**src/rtl/bsrb_pkg.sv**
```systemverilog
package bsrb_pkg;
    // register indices (no offsets are printed, so the index map is local)
    localparam logic [3:0] idx_rop_pitch = 4'h0; // rop, control and destination pitch
    localparam logic [3:0] idx_bg_color = 4'h1; // expansion background colour
    localparam logic [3:0] idx_fg_color = 4'h2; // expansion foreground colour
    localparam logic [3:0] idx_pat_addr = 4'h3; // setup colour pattern address
    localparam logic [3:0] idx_dst_addr = 4'h4; // destination / working address
    localparam logic [3:0] idx_src_pitch = 4'h5; // source pitch
    localparam logic [3:0] idx_src_addr = 4'h6; // source / working address
    // field positions
    localparam int rop_lsb = 16; // raster operation select low bit
    localparam int rop_msb = 23; // raster operation select high bit
    localparam int depth_lsb = 24; // colour depth low bit
    localparam int depth_msb = 25; // colour depth high bit
    localparam int pitch_msb = 15; // signed pitch high bit
    localparam int pat_lsb = 6; // pattern address low bit
    localparam int pat_msb = 28; // pattern address high bit (26 bits from 28:3? kept 28:6)
    localparam int qw_msb = 2; // byte-in-quadword high bit
    // reset values
    localparam logic [31:0] reg_reset = 32'h0000_0000; // every setup register clears
    localparam logic [31:0] pat_mask = 32'h1fff_ffc0; // writable pattern address bits
    // colour depth encodings
    localparam logic [1:0] depth_8 = 2'h0; // 8 bits per pixel
    localparam logic [1:0] depth_16a = 2'h1; // 16 bits per pixel
    localparam logic [1:0] depth_16b = 2'h2; // 16 bits per pixel
    localparam logic [1:0] depth_32 = 2'h3; // 32 bits per pixel
    // pitch unit select
    typedef enum logic [1:0] {
        bsrb_unit_bytes = 2'b00,
        bsrb_unit_dwords = 2'b01
    } bsrb_unit_t;
endpackage

```
**src/rtl/bsrb_regs.sv**
```systemverilog
`timescale 1ns/1ps
// Summary of operation
// rop field bits 23:16 selects operation
// host: rop F0 needs monochrome source
// add signed dest pitch per scan line
// host: x-tiled dest pitch 512-byte multiple
// 16-bit signed source pitch in bytes
// host: x-tiled source pitch 512-byte aligned
// y-tiled source pitch counts double-words
// add signed source pitch per line
// background colour for expansion, solid pattern
// foreground colour for expansion
// colour bits used follow pixel depth
// 26-bit pattern address, scan-line blits only; the code keeps bits 28:6 (23 bits)
// host: patterns aligned by depth
// host: pattern depth matches system depth
// monochrome pattern comes from command
// destination register is working address
// host: tiled destination base 4KB granular
// compare dest line address with clip
// linear mode addresses point first byte
// host: tiled source base 4KB granular
// low 3 source bits locate byte
// reserved pattern bits read zero
// all setup registers reset to zero
module bsrb_regs (
    input wire logic clk,
    input wire logic reset_n,
    // register write/read port
    input wire logic reg_wr,
    input wire logic reg_rd,
    input wire logic [3:0] reg_idx,
    input wire logic [31:0] reg_wdata,
    output logic [31:0] reg_rdata,
    // engine stepping controls
    input wire logic dst_line_step,
    input wire logic src_line_step,
    input wire logic src_ytiled,
    input wire logic scan_line_blit_cmd,
    input wire logic single_pixel_blit_cmd,
    input wire logic mono_pattern_sel,
    input wire logic [63:0] cmd_mono_pattern,
    input wire logic [31:0] clip_top,
    input wire logic [31:0] clip_bottom,
    // outputs to the engine
    output logic [7:0] raster_operation_code,
    output logic [1:0] color_depth,
    output logic [31:0] bg_color_px,
    output logic [31:0] fg_color_px,
    output logic [31:0] solid_pattern,
    output logic [31:0] color_pattern_addr,
    output logic pattern_fetch_en,
    output logic [63:0] mono_pattern,
    output logic [31:0] dst_addr,
    output logic [31:0] src_addr,
    output logic [2:0] src_first_byte,
    output logic line_in_clip
);
    logic [31:0] setup_rop_control_dest_pitch; // rop, depth, dest pitch
    logic [31:0] setup_expansion_background_color; // background colour
    logic [31:0] setup_expansion_foreground_color; // foreground colour
    logic [31:0] setup_color_pattern_address; // pattern start address
    logic [31:0] destination_address; // working destination address
    logic [31:0] source_pitch; // source pitch
    logic [31:0] source_address; // working source address
    logic [31:0] dst_step; // sign extended dest pitch
    logic [31:0] src_step; // sign extended source pitch in bytes
    logic [31:0] depth_mask; // colour bits in use
    logic [31:0] next_rdata; // read mux

    // sign extension of pitches, dwords scaled by four for y-tiled source
    // both pitches are 16-bit two's complement, so one step can move the
    // working address up or down by a scan line
    always_comb begin
        dst_step = {{16{setup_rop_control_dest_pitch[bsrb_pkg::pitch_msb]}},
                    setup_rop_control_dest_pitch[bsrb_pkg::pitch_msb:0]};
        if (src_ytiled) begin
            src_step = {{14{source_pitch[bsrb_pkg::pitch_msb]}},
                        source_pitch[bsrb_pkg::pitch_msb:0], 2'b00};
        end else begin
            src_step = {{16{source_pitch[bsrb_pkg::pitch_msb]}},
                        source_pitch[bsrb_pkg::pitch_msb:0]};
        end
    end

    // colour mask from pixel depth
    // both 16-bit codes share one mask; any other code keeps all 32 bits
    // so a stray depth value still yields a defined colour
    always_comb begin
        case (setup_rop_control_dest_pitch[bsrb_pkg::depth_msb:bsrb_pkg::depth_lsb])
            bsrb_pkg::depth_8: begin
                depth_mask = 32'h0000_00ff;
            end
            bsrb_pkg::depth_16a, bsrb_pkg::depth_16b: begin
                depth_mask = 32'h0000_ffff;
            end
            default: begin
                depth_mask = 32'hffff_ffff;
            end
        endcase
    end

    // rop / pitch register
    // one word holds operation select, depth and destination pitch
    // fields are split out combinationally or in the output flops
    always_ff @(posedge clk or negedge reset_n) begin
        if (!reset_n) begin
            setup_rop_control_dest_pitch <= bsrb_pkg::reg_reset;
        end else if (reg_wr && reg_idx == bsrb_pkg::idx_rop_pitch) begin
            setup_rop_control_dest_pitch <= reg_wdata;
        end
    end

    // expansion colours
    // stored at full width; trimming to the depth happens on the way out
    // so a later depth change needs no rewrite of the colours
    always_ff @(posedge clk or negedge reset_n) begin
        if (!reset_n) begin
            setup_expansion_background_color <= bsrb_pkg::reg_reset;
            setup_expansion_foreground_color <= bsrb_pkg::reg_reset;
        end else if (reg_wr) begin
            if (reg_idx == bsrb_pkg::idx_bg_color) begin
                setup_expansion_background_color <= reg_wdata;
            end
            if (reg_idx == bsrb_pkg::idx_fg_color) begin
                setup_expansion_foreground_color <= reg_wdata;
            end
        end
    end

    // pattern address, reserved bits never stored
    // masking at the write keeps the read back and the engine copy
    // identical without a second mask on the read path
    always_ff @(posedge clk or negedge reset_n) begin
        if (!reset_n) begin
            setup_color_pattern_address <= bsrb_pkg::reg_reset;
        end else if (reg_wr && reg_idx == bsrb_pkg::idx_pat_addr) begin
            setup_color_pattern_address <= reg_wdata & bsrb_pkg::pat_mask;
        end
    end

    // destination working address: write wins over a line step
    // a host write in the same cycle as a step must not be lost, since
    // the engine is expected to be idle while software reprograms it
    // and the new base is what the next blit starts from
    always_ff @(posedge clk or negedge reset_n) begin
        if (!reset_n) begin
            destination_address <= bsrb_pkg::reg_reset;
        end else if (reg_wr && reg_idx == bsrb_pkg::idx_dst_addr) begin
            destination_address <= reg_wdata;
        end else if (dst_line_step) begin
            destination_address <= destination_address + dst_step;
        end
    end

    // source pitch register
    // only the low half is used; the unit follows the tiling input
    // so one stored value serves byte and double-word pitches
    always_ff @(posedge clk or negedge reset_n) begin
        if (!reset_n) begin
            source_pitch <= bsrb_pkg::reg_reset;
        end else if (reg_wr && reg_idx == bsrb_pkg::idx_src_pitch) begin
            source_pitch <= reg_wdata;
        end
    end

    // source working address
    // same priority as the destination: a write beats a step
    // the step size already carries the double-word scaling
    // for y-tiled sources, so the adder stays a plain 32-bit sum
    always_ff @(posedge clk or negedge reset_n) begin
        if (!reset_n) begin
            source_address <= bsrb_pkg::reg_reset;
        end else if (reg_wr && reg_idx == bsrb_pkg::idx_src_addr) begin
            source_address <= reg_wdata;
        end else if (src_line_step) begin
            source_address <= source_address + src_step;
        end
    end

    // read mux
    // every stored register reads back as held, unmapped indices read zero
    // the pattern word already has its reserved bits cleared
    always_comb begin
        case (reg_idx)
            bsrb_pkg::idx_rop_pitch: begin
                next_rdata = setup_rop_control_dest_pitch;
            end
            bsrb_pkg::idx_bg_color: begin
                next_rdata = setup_expansion_background_color;
            end
            bsrb_pkg::idx_fg_color: begin
                next_rdata = setup_expansion_foreground_color;
            end
            bsrb_pkg::idx_pat_addr: begin
                next_rdata = setup_color_pattern_address;
            end
            bsrb_pkg::idx_dst_addr: begin
                next_rdata = destination_address;
            end
            bsrb_pkg::idx_src_pitch: begin
                next_rdata = source_pitch;
            end
            bsrb_pkg::idx_src_addr: begin
                next_rdata = source_address;
            end
            default: begin
                next_rdata = 32'h0000_0000; // unmapped index reads zero
            end
        endcase
    end

    // registered read data
    // captured only on a read strobe, then held until the next read
    // so the host may sample it any time after the following edge
    always_ff @(posedge clk or negedge reset_n) begin
        if (!reset_n) begin
            reg_rdata <= 32'h0000_0000;
        end else if (reg_rd) begin
            reg_rdata <= next_rdata;
        end
    end

    // engine-side outputs
    // every output leaves from a flip-flop, one cycle behind the register
    // that feeds it; a register write therefore shows two edges after the
    // write strobe, and a line step two edges after the step pulse
    // the engine must allow for that lag before it trusts a new value
    // each concern has its own process so that one can change alone

    // operation select and pixel depth, one cycle behind the register
    // so every engine input changes on the same edge
    always_ff @(posedge clk or negedge reset_n) begin
        if (!reset_n) begin
            raster_operation_code <= 8'h00; // cleared with the register
            color_depth <= 2'h0; // 8 bits per pixel after reset
        end else begin
            // eight bits pick one of the 256 combinations
            raster_operation_code <=
                setup_rop_control_dest_pitch[bsrb_pkg::rop_msb:bsrb_pkg::rop_lsb];
            // depth also steers the colour masks
            color_depth <=
                setup_rop_control_dest_pitch[bsrb_pkg::depth_msb:bsrb_pkg::depth_lsb];
        end
    end

    // expansion colours trimmed to the active pixel depth
    // unused upper bytes read as zero so the engine never sees stale bits
    always_ff @(posedge clk or negedge reset_n) begin
        if (!reset_n) begin
            bg_color_px <= 32'h0000_0000; // black background
            fg_color_px <= 32'h0000_0000; // black foreground
        end else begin
            // background for zero bits of monochrome data
            bg_color_px <= setup_expansion_background_color & depth_mask;
            // foreground for one bits of monochrome data
            fg_color_px <= setup_expansion_foreground_color & depth_mask;
        end
    end

    // solid pattern for single pixel blits
    // other commands see zero so a stale colour cannot leak into them
    always_ff @(posedge clk or negedge reset_n) begin
        if (!reset_n) begin
            solid_pattern <= 32'h0000_0000; // no pattern after reset
        end else if (single_pixel_blit_cmd) begin
            // background doubles as the solid pattern
            solid_pattern <= setup_expansion_background_color & depth_mask;
        end else begin
            // any other command
            solid_pattern <= 32'h0000_0000;
        end
    end

    // colour pattern address and fetch request
    // the address is passed on always, the fetch only for scan-line blits
    always_ff @(posedge clk or negedge reset_n) begin
        if (!reset_n) begin
            color_pattern_addr <= 32'h0000_0000; // cleared address
            pattern_fetch_en <= 1'b0; // no fetch after reset
        end else begin
            // reserved bits already dropped at the write
            color_pattern_addr <= setup_color_pattern_address;
            // a monochrome pattern needs no memory fetch
            pattern_fetch_en <= scan_line_blit_cmd && !mono_pattern_sel;
        end
    end

    // monochrome pattern bytes straight from the command words
    // eight bytes, one bit per pixel of the 8 by 8 block
    always_ff @(posedge clk or negedge reset_n) begin
        if (!reset_n) begin
            mono_pattern <= 64'h0000_0000_0000_0000; // no pattern after reset
        end else if (mono_pattern_sel) begin
            // taken from the command, never fetched
            mono_pattern <= cmd_mono_pattern;
        end else begin
            // colour pattern in use
            mono_pattern <= 64'h0000_0000_0000_0000;
        end
    end

    // destination working address towards the engine
    // it follows every write and every line step one cycle later
    always_ff @(posedge clk or negedge reset_n) begin
        if (!reset_n) begin
            dst_addr <= 32'h0000_0000; // cleared address
        end else begin
            // working copy, moves as lines are written
            dst_addr <= destination_address;
        end
    end

    // source working address and first byte in the quadword
    // both come from the same register so they always agree
    always_ff @(posedge clk or negedge reset_n) begin
        if (!reset_n) begin
            src_addr <= 32'h0000_0000; // cleared address
            src_first_byte <= 3'h0; // first byte of the quadword
        end else begin
            // first byte to read in linear copies
            src_addr <= source_address;
            // low three bits locate the first valid byte
            src_first_byte <= source_address[bsrb_pkg::qw_msb:0];
        end
    end

    // scan-line clip test on the working destination address
    // top is inclusive and bottom exclusive, compared unsigned on 32 bits
    always_ff @(posedge clk or negedge reset_n) begin
        if (!reset_n) begin
            line_in_clip <= 1'b0; // nothing is inside before setup
        end else begin
            // write the line only between the clip limits
            line_in_clip <= (destination_address >= clip_top) &&
                            (destination_address < clip_bottom);
        end
    end
endmodule

```
**config.mk**
```make
export PLATFORM = sky130hd
export DESIGN_NAME = bsrb_regs
export DESIGN_NICKNAME = d
export VERILOG_FILES = /design/src/rtl/bsrb_pkg.sv /design/src/rtl/bsrb_regs.sv
export SDC_FILE = /design/constraint.sdc
export NUM_CORES = 1
export LEC_CHECK = 0
export BUFFER_PORTS_ARGS = -buffer_cell sky130_fd_sc_hd__buf_4
export CAP_MARGIN = 20
export CORE_MARGIN = 2
export CORE_UTILIZATION = 50
export CTS_CLUSTER_SIZE = 40
export DETAILED_ROUTE_END_ITERATION = 16
export PLACE_DENSITY = 0.86
export SLEW_MARGIN = 20
export SYNTH_ARGS = -nofsm -noshare
export SYNTH_HDL_FRONTEND = slang
export SYNTH_SLANG_ARGS = --single-unit
```
**constraint.sdc**
```tcl
create_clock -name clk -period 2.44 [get_ports clk]
set_input_delay 0.366 -clock clk [delete_from_list [all_inputs] [get_ports clk]]
set_output_delay 0.366 -clock clk [all_outputs]
set_load 0.01 [all_outputs]
```
# After elaboration in Yosys (flattened, before gate mapping)
# Index checks and enable logic that the tools add are counted.
# classes
mux,9
addsub,2
n_bitwise,2
n_lt_le_gt_ge,2
n_reduce_logical,15
n_eq_ne,8
# op_table
op,count
32-bit one-hot mux with 7 select lines,1
32-bit two-way mux,5
32-bit adder,2
32-bit bitwise AND,2
64-bit two-way mux,1
32-bit one-hot mux with 2 select lines,1
32-bit >= comparator,1
32-bit less-than comparator,1
17-bit two-way mux,1
4-bit by 3-bit == test with 1-bit output (second input constant),3
4-bit by 2-bit == test with 1-bit output (second input constant),2
1-bit logical AND,7
4-bit by 1-bit == test with 1-bit output (second input constant),1
4-bit logical NOT,1
2-bit AND reduction,2
2-bit nonzero test,2
2-bit by 1-bit == test with 1-bit output (second input constant),1
2-bit == test (second input constant),1
2-bit logical NOT,1
2-bit OR reduction,1
1-bit logical NOT,1
# word_totals
out_inout_bits,303
reg_bits,509
elab_cells,58
input_bits,174

# Longest topological paths before layout
# Gate-level depths: netlist of run 1.
# logic_depth
word_depth,5
mapped_depth,13

# Least setup slack after synthesis of run 1
# No wires, ideal clock.
# synth_timing
path_kind,input -> register
startpoint,input port src_ytiled
endpoint,register source_address[30]
stages,13
arrival_ns,3.154
setup_slack_ns,-0.781
t_required_ns,2.374
cell_sequence,clkbuf_1 -> clkbuf_1 -> nor2b_1 -> ha_1 -> fa_1 -> a21oi_1 -> o221ai_2 -> a211oi_1 -> o31ai_2 -> o2111ai_2 -> a21oi_2 -> a2111oi_2 -> o32a_1
# synth_between
elab_chain_len,4
# synth_rtl
item,line,source
"start, declared",bsrb_regs.sv:38,"input wire logic src_ytiled,"
17-bit two-way mux,bsrb_regs.sv:77,if (src_ytiled) begin
32-bit adder,bsrb_regs.sv:177,source_address <= source_address + src_step;
32-bit two-way mux,bsrb_regs.sv:176,end else if (src_line_step) begin
32-bit two-way mux,bsrb_regs.sv:174,end else if (reg_wr && reg_idx == bsrb_pkg::idx_src_addr) begin
"end signal, assigned",bsrb_regs.sv:173,source_address <= bsrb_pkg::reg_reset;
"end signal, assigned",bsrb_regs.sv:175,source_address <= reg_wdata;
"end signal, assigned",bsrb_regs.sv:177,
"end, declared",bsrb_regs.sv:65,logic [31:0] source_address;
# Every way passes these cells. The select of a mux whose other input is x is not followed.
# A chain may end at the register's enable or synchronous reset.

# Worst setup path in the final report of run 1
# layout_timing
startpoint,register source_pitch[0]
endpoint,register source_address[29]
# layout_between
elab_chain_len,4
# layout_rtl
item,line,source
"start, declared",bsrb_regs.sv:64,logic [31:0] source_pitch;
"start signal, assigned",bsrb_regs.sv:161,source_pitch <= bsrb_pkg::reg_reset;
"start signal, assigned",bsrb_regs.sv:163,source_pitch <= reg_wdata;
17-bit two-way mux,bsrb_regs.sv:77,
32-bit adder,bsrb_regs.sv:177,
32-bit two-way mux,bsrb_regs.sv:176,
32-bit two-way mux,bsrb_regs.sv:174,
# Every way passes these cells. The select of a mux whose other input is x is not followed.

==> impl_metrics.toml, run 1 <==
[worst_setup_path]
max_stage_delay_ps = 400
cp.arrival_ps = 3320
crit_required_ps = 2990
path_buf_inv = 1
startpoint_type = "flip-flop"
crit_path_start = "source_pitch[0]"
crit_family = "compound AO/OA/AOI/OAI gates"
reg2reg_from = "source_pitch[0]"
crit_path_max_fanout = 2
crit_chain = "buf_6, mux2_4, ha_4, nand3_2, o211ai_2, nand4_1, a31oi_2, a41oi_2, o31ai_2, nor4b_2, o22a_1"
critical-path-slowest-cell = "dfrtp_1"
end_kind = "flip-flop"
critPathKind = "reg2reg"

[logic_synthesis]
yosys.cell_types.count = 84
synth_top_cell_area_share = 0.540
synth_warnings = 0
avgSynthCellArea_um2 = 11.5
yosys.area.top_type = "dfrtp_1"
synth_edf_count = 0
ys_seq_area_frac = 0.540
synthesis.area_um2 = 23400
synth_cells = 2040
ys_ff_latch = 506
synth_ff_type = "dfrtp_1"
synth_area_leaders = "dfrtp_1 (54%), mux2_2 (7.3%), ha_1 (6.7%)"
async_flop_share = 1.00

[routing]
vias = 20587
drc = 0
firstDrtPassIters = 9
drtIter0Drc = 1971
drt-vias-per-instance = 5.97
wl_per_cell_um = 25.3
drtAntennaViolNets = 0
drt_wl_total_um = 87400

[min_path]
hp-class = "in2reg"
hold_start = "cmd_mono_pattern[5]"

[clock_network]
root_buffer = "clkbuf_16"
cts_made_buffers = 51
cts.sinks = 506
cts_tree = "done"
clk_path_buf_depth = 3
insertion_delay_ps = 610
cts.reportedPaths.clkPinSlew_ps = 60
h-tree-depth = 2

[power]
total_power_mw = 37.4
power_frac_seq = 0.331
power_frac_comb = 0.447
switchingPower_mw = 13.7
p_sw_frac = 0.367
power_density_nw_per_um2 = 1140
power_leakage_nw = 16.1
vdd_drop_max_mv = 0.765
p_int_mw = 23.7
power.share.clock = 0.223

[global_route]
grt_pass1_wl_um = 128000
first_global_vias = 21455
grt_max_degree = 84
antenna_found_initial = 4
gr-usage-all-layers = 0.355
grt_overflow_total = 0

[sta]
finalCriticalPeriod_ps = 2770
clock_skew_ps = 36.8
setup_viol = 32
tightest_slew_ps = 621
fin_ws_ps = -330
timing.slew.headroom = 0.586
fmax_mhz = 361
slew_viol_final = 0
fin_crit_sh = 1.14
rsz0062_at_grt = "yes"
final-hold-violation-count = 0

[finish]
drive_gt1_frac = 0.401
area_delta_synth_final_pct = 40.1
fin_cells = 3451
final_core_util = 0.707
layout_commonest_cell = "buf_4"
fin_nets = 3102
final_cell_mix = "buf_4 (721), dfrtp_1 (502), mux2_2 (146)"

[floorplan]
rows = 79
chipHeight_um = 221
fp.dieW_um = 221
io_pins = 477
start_util = 0.505
dieArea_um2 = 48600
core_um2 = 46500

[placed_design]
dpl.hpwl_um = 61300
io_buffers = 467
gp_congestion = 0.969
place_inst = 3268

[outcome]
status = "finished with violations"
violations = "setup timing"

[run]
drv_cap = 0
state kept, by name, summed over array words and instances (netlist names), 30 cells and up:
register                          count
destination_address                  32
dst_addr                             32
mono_pattern                         64
reg_rdata                            32
source_pitch                         32
solid_pattern                        32
setup_expansion_background_color     32
setup_rop_control_dest_pitch         32
src_addr                             30
bg_color_px                          32
source_address                       32
fg_color_px                          32
setup_expansion_foreground_color     32
path summary, 6_finish.rpt:
| kind | endpoint | slack (ps) | cells past startpoint |
|---|---|---|---|
| max in group asynchronous | mono_pattern[32] | 1320 | 4 |
| max | source_address[29] | -330 | 11 |
| min | mono_pattern[5] | 20 | 2 |
| min reg2reg | raster_operation_code[1] | 400 | 0 |
| min in group asynchronous | setup_color_pattern_address[21] | 250 | 2 |
| max reg2reg | source_address[29] | -330 | 11 |
power groups by stage:
| stage | Sequential [mW] | Clock, mW | Combinational [mW] |
|---|---|---|---|
| finish | 12.4 | 8.34 | 16.7 |
| floorplan | 12.3 | 0 | 7.41 |
| global placement | 12.2 | 0 | 14.4 |
| global route | 12.5 | 8.71 | 18.0 |
| CTS | 12.3 | 8.35 | 15.6 |
| detailed placement | 12.3 | 0 | 14.7 |
cells by family (layout without fill, tap and decap cells):
logic type      count (synthesis)  count (layout)  share of synthesized area
compound gates                467             467                      0.137
xor+xnor                       55              55                     0.0205
fa+ha+maj                     127             127                     0.0684
buf+inv                       221            1013                     0.0376
flops                         506             506                      0.540
mux                           193             193                     0.0912
other cells                     1              13                   0.000160
simple gates                  470             470                      0.105
cell usage after synthesis (32+ instances only):
cell type,n
a21o_1,42
and3_1,87
inv_1,112
a22oi_1,66
dfrtp_1,506
xnor2_1,35
o21ai_0,79
ha_1,125
o22ai_1,34
mux2i_1,32
nand2_1,117
and2_1,96
mux2_2,153
clkbuf_1,80
a21oi_1,116
nor2_1,73
layer usage:
| metal | part of all wire | GRT usage |
|---|---|---|
| met2 | 0.49 | 0.603 |
| met1 | 0.34 | 0.394 |
| met4 | 0.082 | 0.260 |
| met3 | 0.082 | 0.0751 |
| met5 | 0 | 0 |
stage by stage:
stage	hold WS, ps	TNS (ps)	instance area (um^2)	setup WS (ps)
after floorplan	70.4	-1490	23700	-283
after global placement	282	-9850	29600	-557
after detailed placement	278	-10980	29600	-574
after CTS	4.45	-3190	32400	-263
after global routing	16.0	-7910	32900	-435
final	18.5	-4570	32900	-330
cell type report:
type                    instances  area, um^2
inverters                     112         423
multi-input cells            1321       10800
fillers                      3201       13600
repair buffers                809        6470
diodes                          4        10.0
flip-flops and latches        506       12700
clock buffers                  71        1470
well taps                     607         759
clock inverters                21         285
worst register-to-register path, stage by stage (launching register included):
cell and delay [ps]:
dfrtp_1 400, buf_6 130, mux2_4 260, ha_4 270
nand3_2 80, o211ai_2 210, nand4_1 230, a31oi_2 290
a41oi_2 190, o31ai_2 270, nor4b_2 230, o22a_1 150
timing repair:
item                                    4_1_cts  5_1_grt
pin swaps                                    40       60
resized for setup                            60       99
buffers inserted                             23       21
endpoints found under the setup margin       33       42
hold endpoints to repair                    107        0
hold buffers                                 50        0
Power figures use the tool's default switching activity.
==> inputs of run 2 (changes only) <==
CORE_ASPECT_RATIO = 0.8   (was default)
CORE_UTILIZATION = 55   (was 50)
PLACE_DENSITY = 0.89   (was 0.86)
SKIP_CTS_REPAIR_TIMING = 1   (was default)
clock period = 2.8 ns   (was 2.44 ns; I/O delays follow)
==> impl_metrics.toml, run 2 (synthesized netlist as in run 1, its figures left out) <==
[clock_network]
cts.sinks = 506
cts.reportedPaths.clkPinSlew_ps = 70
cts_tree = "done"
h-tree-depth = 2
cts_made_buffers = 49
insertion_delay_ps = 600
clk_path_buf_depth = 3
root_buffer = "clkbuf_16"

[routing]
drc = 0
drt-vias-per-instance = 6.16
firstDrtPassIters = 6
drtIter0Drc = 2380
drt_wl_total_um = 81200
wl_per_cell_um = 25.4
drtAntennaViolNets = 0
vias = 19675

[placed_design]
dpl.hpwl_um = 57100
place_ws_ps = -345
io_buffers = 467
place_inst = 3087
gp_congestion = 0.948

[power]
power_density_nw_per_um2 = 995
vdd_drop_max_mv = 0.631
power_leakage_nw = 15.1

[sta]
setup_viol = 1
slew_viol_final = 0
fin_crit_sh = 1.01
clock_skew_ps = 29.5
rsz0062_at_grt = "yes"
finalCriticalPeriod_ps = 2820
final-hold-violation-count = 0
fmax_mhz = 354
fin_ws_ps = -22.0
timing.slew.headroom = 0.561
tns_ps = -22.0
tightest_slew_ps = 659

[outcome]
violations = "setup timing"
status = "finished with violations"

[worst_setup_path]
critPathKind = "reg2reg"
end_kind = "flip-flop"
startpoint_type = "flip-flop"
crit_required_ps = 3330
reg2reg_slack_ps = -20
crit_path_max_fanout = 5
cp.arrival_ps = 3350

[finish]
drive_gt1_frac = 0.347
fin_cells = 3192
layout_commonest_cell = "buf_4"
area_delta_synth_final_pct = 29.9
fin_nets = 2900
top_register = "mono_pattern"
final_cell_mix = "buf_4 (600), dfrtp_1 (502), mux2_2 (151)"
largest_register_ffs = 64

[run]
drv_cap = 0

[global_route]
gr-usage-all-layers = 0.359
antenna_found_initial = 0
grt_max_degree = 80
grt_overflow_total = 0
first_global_vias = 20252
grt_pass1_wl_um = 122000

[floorplan]
rows = 67
dieArea_um2 = 44300
core_um2 = 42000
chipHeight_um = 189
fp.dieW_um = 235
io_pins = 477
start_util = 0.558

[min_path]
hp-class = "in2reg"
[run 2: metal layers]
layer / track usage / wire length (um) / vias up
met5: 0 / 0 / -
met4: 0.139 / 3430 / 0
met3: 0.0803 / 8450 / 245
met2: 0.560 / 37400 / 1228
met1: 0.494 / 32000 / 9810
li1: - / - / 8392
[run 2: path summary, 6_finish.rpt]
| kind | startpoint | to | cells past startpoint |
|---|---|---|---|
| max | source_pitch[4] | source_address[29] | 10 |
| min | cmd_mono_pattern[26] | mono_pattern[26] | 2 |
| max reg2reg | source_pitch[4] | source_address[29] | 10 |
| min reg2reg | setup_color_pattern_address[7] | color_pattern_addr[7] | 0 |
| max in group asynchronous | reset_n | bg_color_px[12] | 3 |
| min in group asynchronous | reset_n | dst_addr[29] | 2 |
[run 2: metrics by stage]
| step | hold WS [ps] | power, mW | util | instance area [um^2] |
|---|---|---|---|---|
| floorplan | 124 | 17.0 | - | 23600 |
| global placement | 380 | 21.9 | 0.676 | 28400 |
| detailed placement | 385 | 22.4 | 0.676 | 28400 |
| CTS | -177 | 29.7 | 0.718 | 30100 |
| global route | 34.3 | 31.8 | 0.725 | 30500 |
| finish | 45.2 | 30.3 | 0.725 | 30500 |
[run 2: power by group]
part / switching [mW] / leakage [nW] / internal, mW
combinational: 6.44 / 7.86 / 5.76
clock: 3.02 / 0.870 / 4.22
sequential: 1.76 / 6.34 / 9.12
total: 11.2 / 15.1 / 19.1
[run 2: critical path, cell delays in order, from the launching register on]
cell      delay [ps]
dfrtp_1          430
mux2_4           310
ha_4             320
nand3_2           90
o211ai_2         230
nand4_1          210
a31oi_2          240
a41oi_2          210
o31ai_2          330
nor4b_4          250
o22a_1           150
[run 2: layout make-up]
cell class | instances | area [um^2]
multi-input cells | 1321 | 10200
flip-flops and latches | 506 | 12700
clock inverters | 23 | 355
clock buffers | 67 | 1410
inverters | 112 | 420
fillers | 2767 | 11500
diodes | 2 | 5.00
repair buffers | 609 | 4670
well taps | 552 | 691
